[config.mk]
export PLATFORM = sky130hd
export DESIGN_NAME = frame_buffer_overflow_control
export DESIGN_NICKNAME = d
export VERILOG_FILES = /design/src/frame_buffer_overflow_control.v /design/src/frame_event_filter.v
export VERILOG_INCLUDE_DIRS = /design/src
export SDC_FILE = /design/constraint.sdc
export NUM_CORES = 1
export LEC_CHECK = 0
export BUFFER_PORTS_ARGS = -buffer_cell sky130_fd_sc_hd__buf_4
export CAP_MARGIN = 20
export CELL_PAD_IN_SITES_DETAIL_PLACEMENT = 1
export CELL_PAD_IN_SITES_GLOBAL_PLACEMENT = 2
export CORE_MARGIN = 5
export CORE_UTILIZATION = 36
export DETAILED_ROUTE_END_ITERATION = 10
export PLACE_DENSITY_LB_ADDON = 0.1
export SETUP_SLACK_MARGIN = 0.2
export SLEW_MARGIN = 20
export SYNTH_ARGS = -nofsm -noshare
export SYNTH_HDL_FRONTEND = slang
export SYNTH_HIERARCHICAL = 1
export SYNTH_SLANG_ARGS = --single-unit
[constraint.sdc]
create_clock -name i_core_clk -period 9.6 [get_ports i_core_clk]
set_input_delay 1.44 -clock i_core_clk [delete_from_list [all_inputs] [get_ports i_core_clk]]
set_output_delay 1.44 -clock i_core_clk [all_outputs]
set_load 0.005 [all_outputs]
[src/frame_overflow_defines.vh]
// Purpose : constants for the frame buffer overflow supervisor
// Assumes : fill level is a whole percent 0..100, levels are in half-percent steps 0..200
// Notes   : header holds definitions only
//
// Overview of operation
// - overflow flag reads 1 when overflow was entered since the previous read
// - a read of the overflow flag clears it, unless overflow is entered in the same cycle
// - overflow state ends only when fill drops below the release level, default 50.0%
// - every frame arriving during overflow state is discarded
// - frames discarded during overflow are reported with the lost outcome
// - overflow state starts as soon as fill exceeds the entry level, default 99.5%
// - entering overflow cuts the running frame at once and tags it incomplete
// - above the drop level the running frame completes, later frames are refused
// - refused frames are accepted again once fill is at or below that level, no hysteresis
// - all three levels range 0.0 to 100.0 percent in 0.5 percent steps
// - a seven-way filter selects which frame outcomes raise events
// - each event carries the frame outcome and the frame identifier
// - occupancy is an integer percent 0..100, compared and readable
// - a wholly discarded frame produces no output transfer at all
`ifndef FRAME_OVERFLOW_DEFINES_VH
`define FRAME_OVERFLOW_DEFINES_VH

// =====================================================================
// widths
`define FILL_W          7
`define FILL_MAX        7'h64 // full buffer, whole percent
`define LEVEL_W         8
`define DATA_W          32
`define FRAME_ID_W      16

// =====================================================================
// level limits and reset values, in half-percent units
`define LEVEL_MAX       8'hc8
`define RELEASE_RESET   8'h64
`define ENTRY_RESET     8'hc7
`define DROP_RESET      8'ha0

// =====================================================================
// outcome bit positions; the filter code is a mask of these
`define OUT_INCOMPLETE  0
`define OUT_LOST        1
`define OUT_CORRECT     2
`define FILT_INCOMPLETE             3'h1
`define FILT_LOST                   3'h2
`define FILT_INCOMPLETE_OR_LOST     3'h3
`define FILT_CORRECT                3'h4
`define FILT_INCOMPLETE_OR_CORRECT  3'h5
`define FILT_LOST_OR_CORRECT        3'h6
`define FILT_ALL                    3'h7
`define FILTER_RESET    3'h7

`endif

[src/frame_buffer_overflow_control.v]
// Purpose : overflow supervision of the frame buffer input stream
// Assumes : fill level comes from buffer logic on the same clock; stream has no back-pressure
// Notes   : levels load on i_level_wr, values above 100.0% are clamped
//           the lost event of a refused frame leaves one cycle after its first beat
//           a cut frame gets no end-of-frame beat, only an incomplete tag
`timescale 1ns/10ps
`include "frame_overflow_defines.vh"

module frame_buffer_overflow_control (
  input  wire                   i_core_clk,
  input  wire                   i_rstn,
  input  wire                   i_ce,
  input  wire [`FILL_W-1:0]     i_fill_level,
  input  wire                   i_level_wr,
  input  wire [`LEVEL_W-1:0]    i_overflow_release_level,
  input  wire [`LEVEL_W-1:0]    i_overflow_entry_level,
  input  wire [`LEVEL_W-1:0]    i_frame_boundary_drop_level,
  input  wire [2:0]             i_frame_status_event_filter,
  input  wire                   i_overflow_rd,
  input  wire                   i_in_valid,
  input  wire                   i_in_sof,
  input  wire                   i_in_eof,
  input  wire [`DATA_W-1:0]     i_in_data,
  input  wire [`FRAME_ID_W-1:0] i_in_frame_identifier,
  output reg                    o_out_valid,
  output reg                    o_out_sof,
  output reg                    o_out_eof,
  output reg  [`DATA_W-1:0]     o_out_data,
  output reg                    o_tag_valid,
  output reg                    o_tag_incomplete,
  output reg  [`FRAME_ID_W-1:0] o_tag_frame_identifier,
  output reg                    o_overflow_flag,
  output reg                    o_overflow_active,
  output reg                    o_frame_refusing,
  output reg  [`FILL_W-1:0]     o_fill_level,
  output wire                   o_evt_valid,
  output wire [2:0]             o_evt_outcome,
  output wire [`FRAME_ID_W-1:0] o_evt_frame_identifier
);

  // =====================================================================
  // frame states
  // in ST_IDLE the block waits for a start of frame
  // in ST_PASS beats of an accepted frame are forwarded
  // in ST_DROP a frame refused at its start is swallowed
  // in ST_CUT the tail of a frame cut by overflow is swallowed
  localparam [1:0] ST_IDLE = 2'h0;
  localparam [1:0] ST_PASS = 2'h1;
  localparam [1:0] ST_DROP = 2'h2;
  localparam [1:0] ST_CUT  = 2'h3;

  // =====================================================================
  // helpers
  // whole percent to half-percent units so fill compares exactly against 0.5% steps
  // 100 percent maps to 200, the top of the level range
  function [`LEVEL_W-1:0] to_half;
    input [`FILL_W-1:0] pct;
    begin
      to_half = {pct, 1'b0};
    end
  endfunction

  // software may write anything; keep levels inside 0.0..100.0 percent
  // an unclamped level above 200 could never be crossed by the fill
  function [`LEVEL_W-1:0] clamp_level;
    input [`LEVEL_W-1:0] lvl;
    begin
      clamp_level = (lvl > `LEVEL_MAX) ? `LEVEL_MAX : lvl;
    end
  endfunction

  // =====================================================================
  // reset release
  reg rst_meta_q;
  reg rst_sync_q;
  wire rst_n;

  // async assert, release through two flops so no flop leaves reset on a ragged edge
  // the synchroniser ignores i_ce so reset always completes
  always @(posedge i_core_clk or negedge i_rstn) begin
    if (!i_rstn) begin
      rst_meta_q <= 1'b0;
      rst_sync_q <= 1'b0;
    end else begin
      rst_meta_q <= 1'b1;
      rst_sync_q <= rst_meta_q;
    end
  end
  assign rst_n = rst_sync_q;

  // =====================================================================
  // level registers
  reg [`LEVEL_W-1:0] release_q;
  reg [`LEVEL_W-1:0] entry_q;
  reg [`LEVEL_W-1:0] drop_q;

  // reset to the default levels, reloaded by software
  // all three load together, so a partial update never mixes
  // an old entry level with a new release level
  always @(posedge i_core_clk or negedge rst_n) begin
    if (!rst_n) begin
      release_q <= `RELEASE_RESET;
      entry_q   <= `ENTRY_RESET;
      drop_q    <= `DROP_RESET;
    end else if (i_ce && i_level_wr) begin
      release_q <= clamp_level(i_overflow_release_level);
      entry_q   <= clamp_level(i_overflow_entry_level);
      drop_q    <= clamp_level(i_frame_boundary_drop_level);
    end
  end

  // =====================================================================
  // occupancy comparison and overflow state
  // comparisons act on the current fill, so entry takes effect in the same cycle
  wire [`FILL_W-1:0]  fill_pct;
  wire [`LEVEL_W-1:0] fill_half;
  wire                above_entry;
  wire                below_release;
  wire                above_drop;
  reg                 ovf_q;
  reg                 ovf_d;
  wire                ovf_enter;

  // fill above 100 percent cannot occur; clamp defensively
  assign fill_pct      = (i_fill_level > `FILL_MAX) ? `FILL_MAX : i_fill_level;
  assign fill_half     = to_half(fill_pct);
  assign above_entry   = fill_half > entry_q;
  assign below_release = fill_half < release_q;
  assign above_drop    = fill_half > drop_q;

  // hysteresis: enter above the entry level, leave only below the release level
  // limitation: a release level above the entry level makes the state toggle
  // while fill sits between them; software keeps release at or below entry
  always @* begin
    if (ovf_q) begin
      ovf_d = !below_release;
    end else begin
      ovf_d = above_entry;
    end
  end
  assign ovf_enter = ovf_d && !ovf_q;

  // state, sticky flag and readable occupancy
  always @(posedge i_core_clk or negedge rst_n) begin
    if (!rst_n) begin
      ovf_q             <= 1'b0;
      o_overflow_flag   <= 1'b0;
      o_overflow_active <= 1'b0;
      o_frame_refusing  <= 1'b0;
      o_fill_level      <= {`FILL_W{1'b0}};
    end else if (i_ce) begin
      ovf_q             <= ovf_d;
      o_overflow_active <= ovf_d;
      o_frame_refusing  <= above_drop;
      o_fill_level      <= fill_pct;
      // a new entry in the read cycle wins, so no episode is lost
      // a read while i_ce is low is ignored, like every other input except i_rstn
      if (ovf_enter) begin
        o_overflow_flag <= 1'b1;
      end else if (i_overflow_rd) begin
        o_overflow_flag <= 1'b0;
      end
    end
  end

  // =====================================================================
  // frame sequencing
  // id_q keeps the id taken at sof; the id port is only valid with sof
  reg  [1:0]             state_q;
  reg  [1:0]             state_d;
  reg  [`FRAME_ID_W-1:0] id_q;
  wire                   beat;
  wire                   start;
  wire [`FRAME_ID_W-1:0] cur_id;
  reg                    pass_beat;
  reg                    close_tag;
  reg                    close_incomplete;
  reg                    evt_req;
  reg  [2:0]             evt_outcome;

  assign beat   = i_in_valid;
  assign start  = i_in_valid && i_in_sof;
  assign cur_id = start ? i_in_frame_identifier : id_q;

  // a start of frame always opens a new frame; a lost predecessor end is not repaired
  // refusal at sof and the cut both use the next overflow state, so
  // entry, cut and refusal all act on the same edge
  always @* begin
    state_d          = state_q;
    pass_beat        = 1'b0;
    close_tag        = 1'b0;
    close_incomplete = 1'b0;
    evt_req          = 1'b0;
    evt_outcome      = 3'h0;
    if (start) begin
      if (ovf_d || above_drop) begin
        // whole frame refused: nothing goes out, report it lost
        evt_req                = 1'b1;
        evt_outcome[`OUT_LOST] = 1'b1;
        state_d                = i_in_eof ? ST_IDLE : ST_DROP;
      end else begin
        // accepted: the drop level is not looked at again until the next sof
        pass_beat = 1'b1;
        if (i_in_eof) begin
          close_tag                 = 1'b1;
          evt_req                   = 1'b1;
          evt_outcome[`OUT_CORRECT] = 1'b1;
          state_d                   = ST_IDLE;
        end else begin
          state_d = ST_PASS;
        end
      end
    end else begin
      case (state_q)
        ST_PASS: begin
          if (ovf_d) begin
            // cut at once, even without a beat this cycle
            close_tag                    = 1'b1;
            close_incomplete             = 1'b1;
            evt_req                      = 1'b1;
            evt_outcome[`OUT_INCOMPLETE] = 1'b1;
            state_d                      = (beat && i_in_eof) ? ST_IDLE : ST_CUT;
          end else if (beat) begin
            pass_beat = 1'b1;
            if (i_in_eof) begin
              close_tag                 = 1'b1;
              evt_req                   = 1'b1;
              evt_outcome[`OUT_CORRECT] = 1'b1;
              state_d                   = ST_IDLE;
            end
          end
        end
        ST_DROP: begin
          // a refused frame may be long; only its end matters here
          if (beat && i_in_eof) begin
            state_d = ST_IDLE;
          end
        end
        ST_CUT: begin
          if (beat && i_in_eof) begin
            state_d = ST_IDLE;
          end
        end
        ST_IDLE: begin
          // beats without a start of frame are ignored
          state_d = ST_IDLE;
        end
        default: begin
          state_d = ST_IDLE;
        end
      endcase
    end
  end

  // state, frame id and output stream registers
  // data loads only with a passing beat; o_out_data keeps the last passed
  // word while o_out_valid is low, which is harmless
  always @(posedge i_core_clk or negedge rst_n) begin
    if (!rst_n) begin
      state_q                <= ST_IDLE;
      id_q                   <= {`FRAME_ID_W{1'b0}};
      o_out_valid            <= 1'b0;
      o_out_sof              <= 1'b0;
      o_out_eof              <= 1'b0;
      o_out_data             <= {`DATA_W{1'b0}};
      o_tag_valid            <= 1'b0;
      o_tag_incomplete       <= 1'b0;
      o_tag_frame_identifier <= {`FRAME_ID_W{1'b0}};
    end else if (i_ce) begin
      state_q     <= state_d;
      o_out_valid <= pass_beat;
      o_out_sof   <= pass_beat && i_in_sof;
      o_out_eof   <= pass_beat && i_in_eof;
      o_tag_valid <= close_tag;
      if (start) begin
        id_q <= i_in_frame_identifier;
      end
      if (pass_beat) begin
        o_out_data <= i_in_data;
      end
      if (close_tag) begin
        o_tag_incomplete       <= close_incomplete;
        o_tag_frame_identifier <= cur_id;
      end
    end
  end

  // =====================================================================
  // event filter
  // the filter registers the event, so it leaves one cycle after the beat that refuses
  // the frame or the cycle that closes it, together with the tag of a closed frame
  frame_event_filter u_event_filter (
    .i_core_clk                  (i_core_clk),
    .i_rst_n                     (rst_n),
    .i_ce                        (i_ce),
    .i_evt_req                   (evt_req),
    .i_evt_outcome               (evt_outcome),
    .i_evt_frame_identifier      (cur_id),
    .i_frame_status_event_filter (i_frame_status_event_filter),
    .o_evt_valid                 (o_evt_valid),
    .o_evt_outcome               (o_evt_outcome),
    .o_evt_frame_identifier      (o_evt_frame_identifier)
  );

endmodule // frame_buffer_overflow_control

[src/frame_event_filter.v]
// Purpose : gate frame outcome events by the selected filter and register them
// Assumes : outcome is one-hot, one event per cycle at most
// Notes   : filter code 0 raises nothing
`timescale 1ns/10ps
`include "frame_overflow_defines.vh"

module frame_event_filter (
  input  wire                   i_core_clk,
  input  wire                   i_rst_n,
  input  wire                   i_ce,
  input  wire                   i_evt_req,
  input  wire [2:0]             i_evt_outcome,
  input  wire [`FRAME_ID_W-1:0] i_evt_frame_identifier,
  input  wire [2:0]             i_frame_status_event_filter,
  output reg                    o_evt_valid,
  output reg  [2:0]             o_evt_outcome,
  output reg  [`FRAME_ID_W-1:0] o_evt_frame_identifier
);

  // =====================================================================
  // filter and event register
  wire pass_evt;

  // the filter code is a mask over the one-hot outcome
  assign pass_evt = i_evt_req && ((i_evt_outcome & i_frame_status_event_filter) != 3'h0);

  // outcome and identifier travel together in one pulse
  always @(posedge i_core_clk or negedge i_rst_n) begin
    if (!i_rst_n) begin
      o_evt_valid            <= 1'b0;
      o_evt_outcome          <= 3'h0;
      o_evt_frame_identifier <= {`FRAME_ID_W{1'b0}};
    end else if (i_ce) begin
      o_evt_valid <= pass_evt;
      if (pass_evt) begin
        o_evt_outcome          <= i_evt_outcome;
        o_evt_frame_identifier <= i_evt_frame_identifier;
      end
    end
  end

endmodule // frame_event_filter

==> results by group <==
Status
  – Status: complete, no violations

Routing
  – Detailed Route WL: 15,800 um
  – Initial DRT Pass Iterations: 4
  – First DRT Iteration DRCs: 138
  – ANT nets after route: 0
  – Via Count: 4,169
  – Drt via density: 4.81
  – DR WL/cell: 18.2 um
  – DRC: 0

Die
  – Core ar.: 15,900 sq um
  – Die area: 18,900 sq um
  – Row cnt: 46
  – # IOs: 173
  – Initial Util: 36.8%
  – DIE WIDTH: 137 um
  – Die H: 137 um

Logic synthesis
  – EDFF count, synth: 0
  – Synth Flop Type: dfrtp_1
  – Post-Synth Adder-Cell Area: 4.50%
  – Yosys top cell area share: 50.1%
  – Post-Synthesis Cells: 464
  – Largest family of logic cells by synthesized area: multiplexers
  – Simple-Gate Fraction of Synth Area: 7.86%
  – Yosys top cell by area: dfrtp_1
  – Asr flop ratio synth: 100%
  – Syn Nets: 575
  – Syn Std Cell Area: 5840 sq um
  – Flop and latch count out of synthesis: 127
  – Post-Synth XOR/XNOR Area: 0%
  – Complex-gate fraction of the synthesized area: 9.03%
  – Share of the yosys chip area belonging to registers: 54.6%
  – Synth Warn #: 6
  – Syn Area/Cell: 12.6 sq um
  – Mux cell area share after synthesis: 19.6%
  – Netlist cell types: 52
  – Top cells by area, synth: dfrtp_1, mux2_2, dfstp_2, ha_1, mux2_4

Placement
  – Number of I/O port buffers: 172
  – RePlAce Congestion: 0.748
  – Dpl hpwl: 11,400 um

STA
  – Fin crit share: 48.9%
  – # setup viols final: 0
  – Max-slew headroom: 30.8%
  – Slew Limit Fails: 0
  – Final Hold Fails: 0
  – Actual slew at the worst max-slew pin: 1.04 ns
  – Clock skew: 0.0105 ns
  – Fmax: 0.213 GHz
  – Tmin final: 4.70 ns
  – Setup_tns: 0 ns
  – Unrepaired setup endpoints after global routing: false

Worst setup path
  – Critical Path Start: i_fill_level[0]
  – Startpoint types: primary input
  – Top Family by Delay on Critical Path: compound AO/OA/AOI/OAI gates
  – CP cell instances: buf_4 > o21ai_0 > a21oi_1 > or2_2 > ha_1 > a21oi_1 > a21oi_1 > o221a_4 > nor3_2 > nand2_1 > nor2_1 > a22oi_4 > a21oi_4 > mux2_2
  – Buf/Inv on CP: 1
  – CP arrival: 4.99 ns
  – CP Max Fanout: 19
  – Max incr delay on CP: 0.64 ns
  – CP endpoint kind: flop
  – Slowest cell on the critical path: a21oi_4
  – Setup CP Type: in -> reg
  – Cell mode on critical path: a21oi_1
  – Worst r2r src: entry_q[7]
  – CP required: 9.89 ns

Global route
  – Initial antenna violation count: 0
  – Global-route wire length before repair: 25,000 um
  – GRT overflow: 0
  – Largest net degree at the start of global routing: 64
  – Vias in the first global route: 4,810
  – Total track usage: 17.2%

Layout
  – Layout cells sized above 1: 49.9%
  – Most frequent cells in the layout: buf_4, dfrtp_1, mux2_2, nor2_1, inv_1
  – N_diodes: 0
  – Commonest non-fill, non-tap cell in the layout: buf_4
  – P&R area growth vs syn: 35.0%
  – Final Core Density: 49.7%
  – NumNets Final: 749

Job
  – Max-Cap Viols: 0

Clock tree
  – Num CTS Buffers: 17
  – Root Buffer: clkbuf_16
  – Cells resized by post-CTS repair: 0
  – Clock Latency Late Sink: 0.41 ns
  – CTS clk-pin slew, worst paths: 0.06 ns
  – Setup bufs post-CTS: 0
  – CTS tree: yes
  – Clock sink count: 127
  – # hold bufs at CTS: 0
  – H-tree level count: 4
  – Max Root-Sink Buffers: 2

Min path
  – HP Start: rst_meta_q
  – Hold Crit Class: reg -> reg

Power and ir drop
  – Seq pwr share: 38.8%
  – Clock power frac: 30.2%
  – Peak supply drop: 129 uV
  – P_int: 1.54 mW
  – Net Sw Power: 615 uW
  – Power per cell area: 273 nW/um^2
  – Sw Share: 28.6%
  – Combinational power share: 30.9%
  – LEAKAGE: 3.75 nW
logic make-up after synthesis:
| group | after synthesis |
|---|---|
| AO/OA/AOI/OAI | 69 |
| adder cells (fa/ha/maj) | 21 |
| buffers and inverters | 50 |
| flip-flops | 127 |
| multiplexers | 96 |
| other | 1 |
| AND/OR/NAND/NOR | 100 |
flip-flops by register name, indices dropped and copies added, names as in the netlist:
name / flops
drop_q: 8
entry_q: 8
id_q: 16
o_fill_level: 7
o_frame_refusing: 1
o_out_data: 32
o_out_eof: 1
o_out_sof: 1
o_out_valid: 1
o_overflow_flag: 1
o_tag_frame_identifier: 16
o_tag_incomplete: 1
o_tag_valid: 1
ovf_q: 1
release_q: 8
rst_meta_q: 1
rst_n: 1
state_q: 2
u_event_filter/o_evt_frame_identifier: 16
u_event_filter/o_evt_outcome: 3
u_event_filter/o_evt_valid: 1
power groups by stage:
stage	clock network, mW	registers (mW)	logic [mW]
finish	0.650	0.835	0.665
global placement	0	0.836	0.661
detailed placement	0	0.844	0.681
CTS	0.669	0.840	0.684
global route	0.693	0.862	0.731
floorplan	0	0.839	0.315
layout make-up:
class | count | area, sq um
fillers | 1710 | 8000
flip-flops and latches | 127 | 3190
multi-input cells | 287 | 2400
repair buffers | 175 | 1310
clock buffers | 18 | 439
well taps | 216 | 270
clock inverters | 14 | 160
inverters | 30 | 113
final timing paths:
check | end | slack [ns] | depth (start not counted)
setup / recovery | u_event_filter/o_evt_frame_identifier[13] | 4.90 | 14
hold / removal | rst_n | 0.36 | 0
setup reg to reg | u_event_filter/o_evt_frame_identifier[13] | 6.13 | 11
hold reg to reg | rst_n | 0.36 | 0
max in group asynchronous | o_out_data[11] | 7.80 | 1
min in group asynchronous | o_tag_frame_identifier[0] | 0.42 | 0
stage by stage:
step	power (mW)	instances	hold WS (ns)	cell area [sq um]	setup WS, ns
6_report	2.15	867	0.358	7890	4.90
5_1_grt	2.29	867	0.368	7890	4.66
4_1_cts	2.19	867	0.361	7890	4.89
3_5_place_dp	1.52	835	0.348	7290	4.43
3_3_place_gp	1.50	835	0.337	7290	4.65
2_1_floorplan	1.15	464	0.331	5840	5.29
cell usage after synthesis (2+ instances only):
cell type  instances
dfrtp_1          117
mux2_2            79
nor2_1            57
inv_1             30
ha_1              21
mux2_4            17
a21oi_1           15
a22o_1            15
nand2_1           14
clkbuf_1          11
dfstp_2           10
o21ai_0            9
nand3_1            7
a31oi_1            4
nor2b_1            4
a21o_1             3
a22oi_1            3
buf_4              3
buf_6              3
nor3_1             3
a21o_2             2
and2_1             2
buf_12             2
nand4b_1           2
o211ai_1           2
o21a_1             2
o2bb2ai_1          2
worst register-to-register path: cells and delay by family, from the launching register on:
kind            cells  cell delay, ns
buf+inv             1            0.04
compound gates      5            1.29
fa+ha+maj           1            0.32
simple gates        3            0.75
mux                 1            0.42
flops               1            0.53
per-layer routing:
metal  vias to the layer above  part of all wire [%]  GRT usage (%)
met5                         -                     0              0
met4                         0                   1.1           5.16
met3                        13                   6.3           5.26
met2                        96                    52           29.8
met1                      2089                    41           20.5
li1                       1971                     -              -
Note: power is estimated with default switching activity, not from simulation.
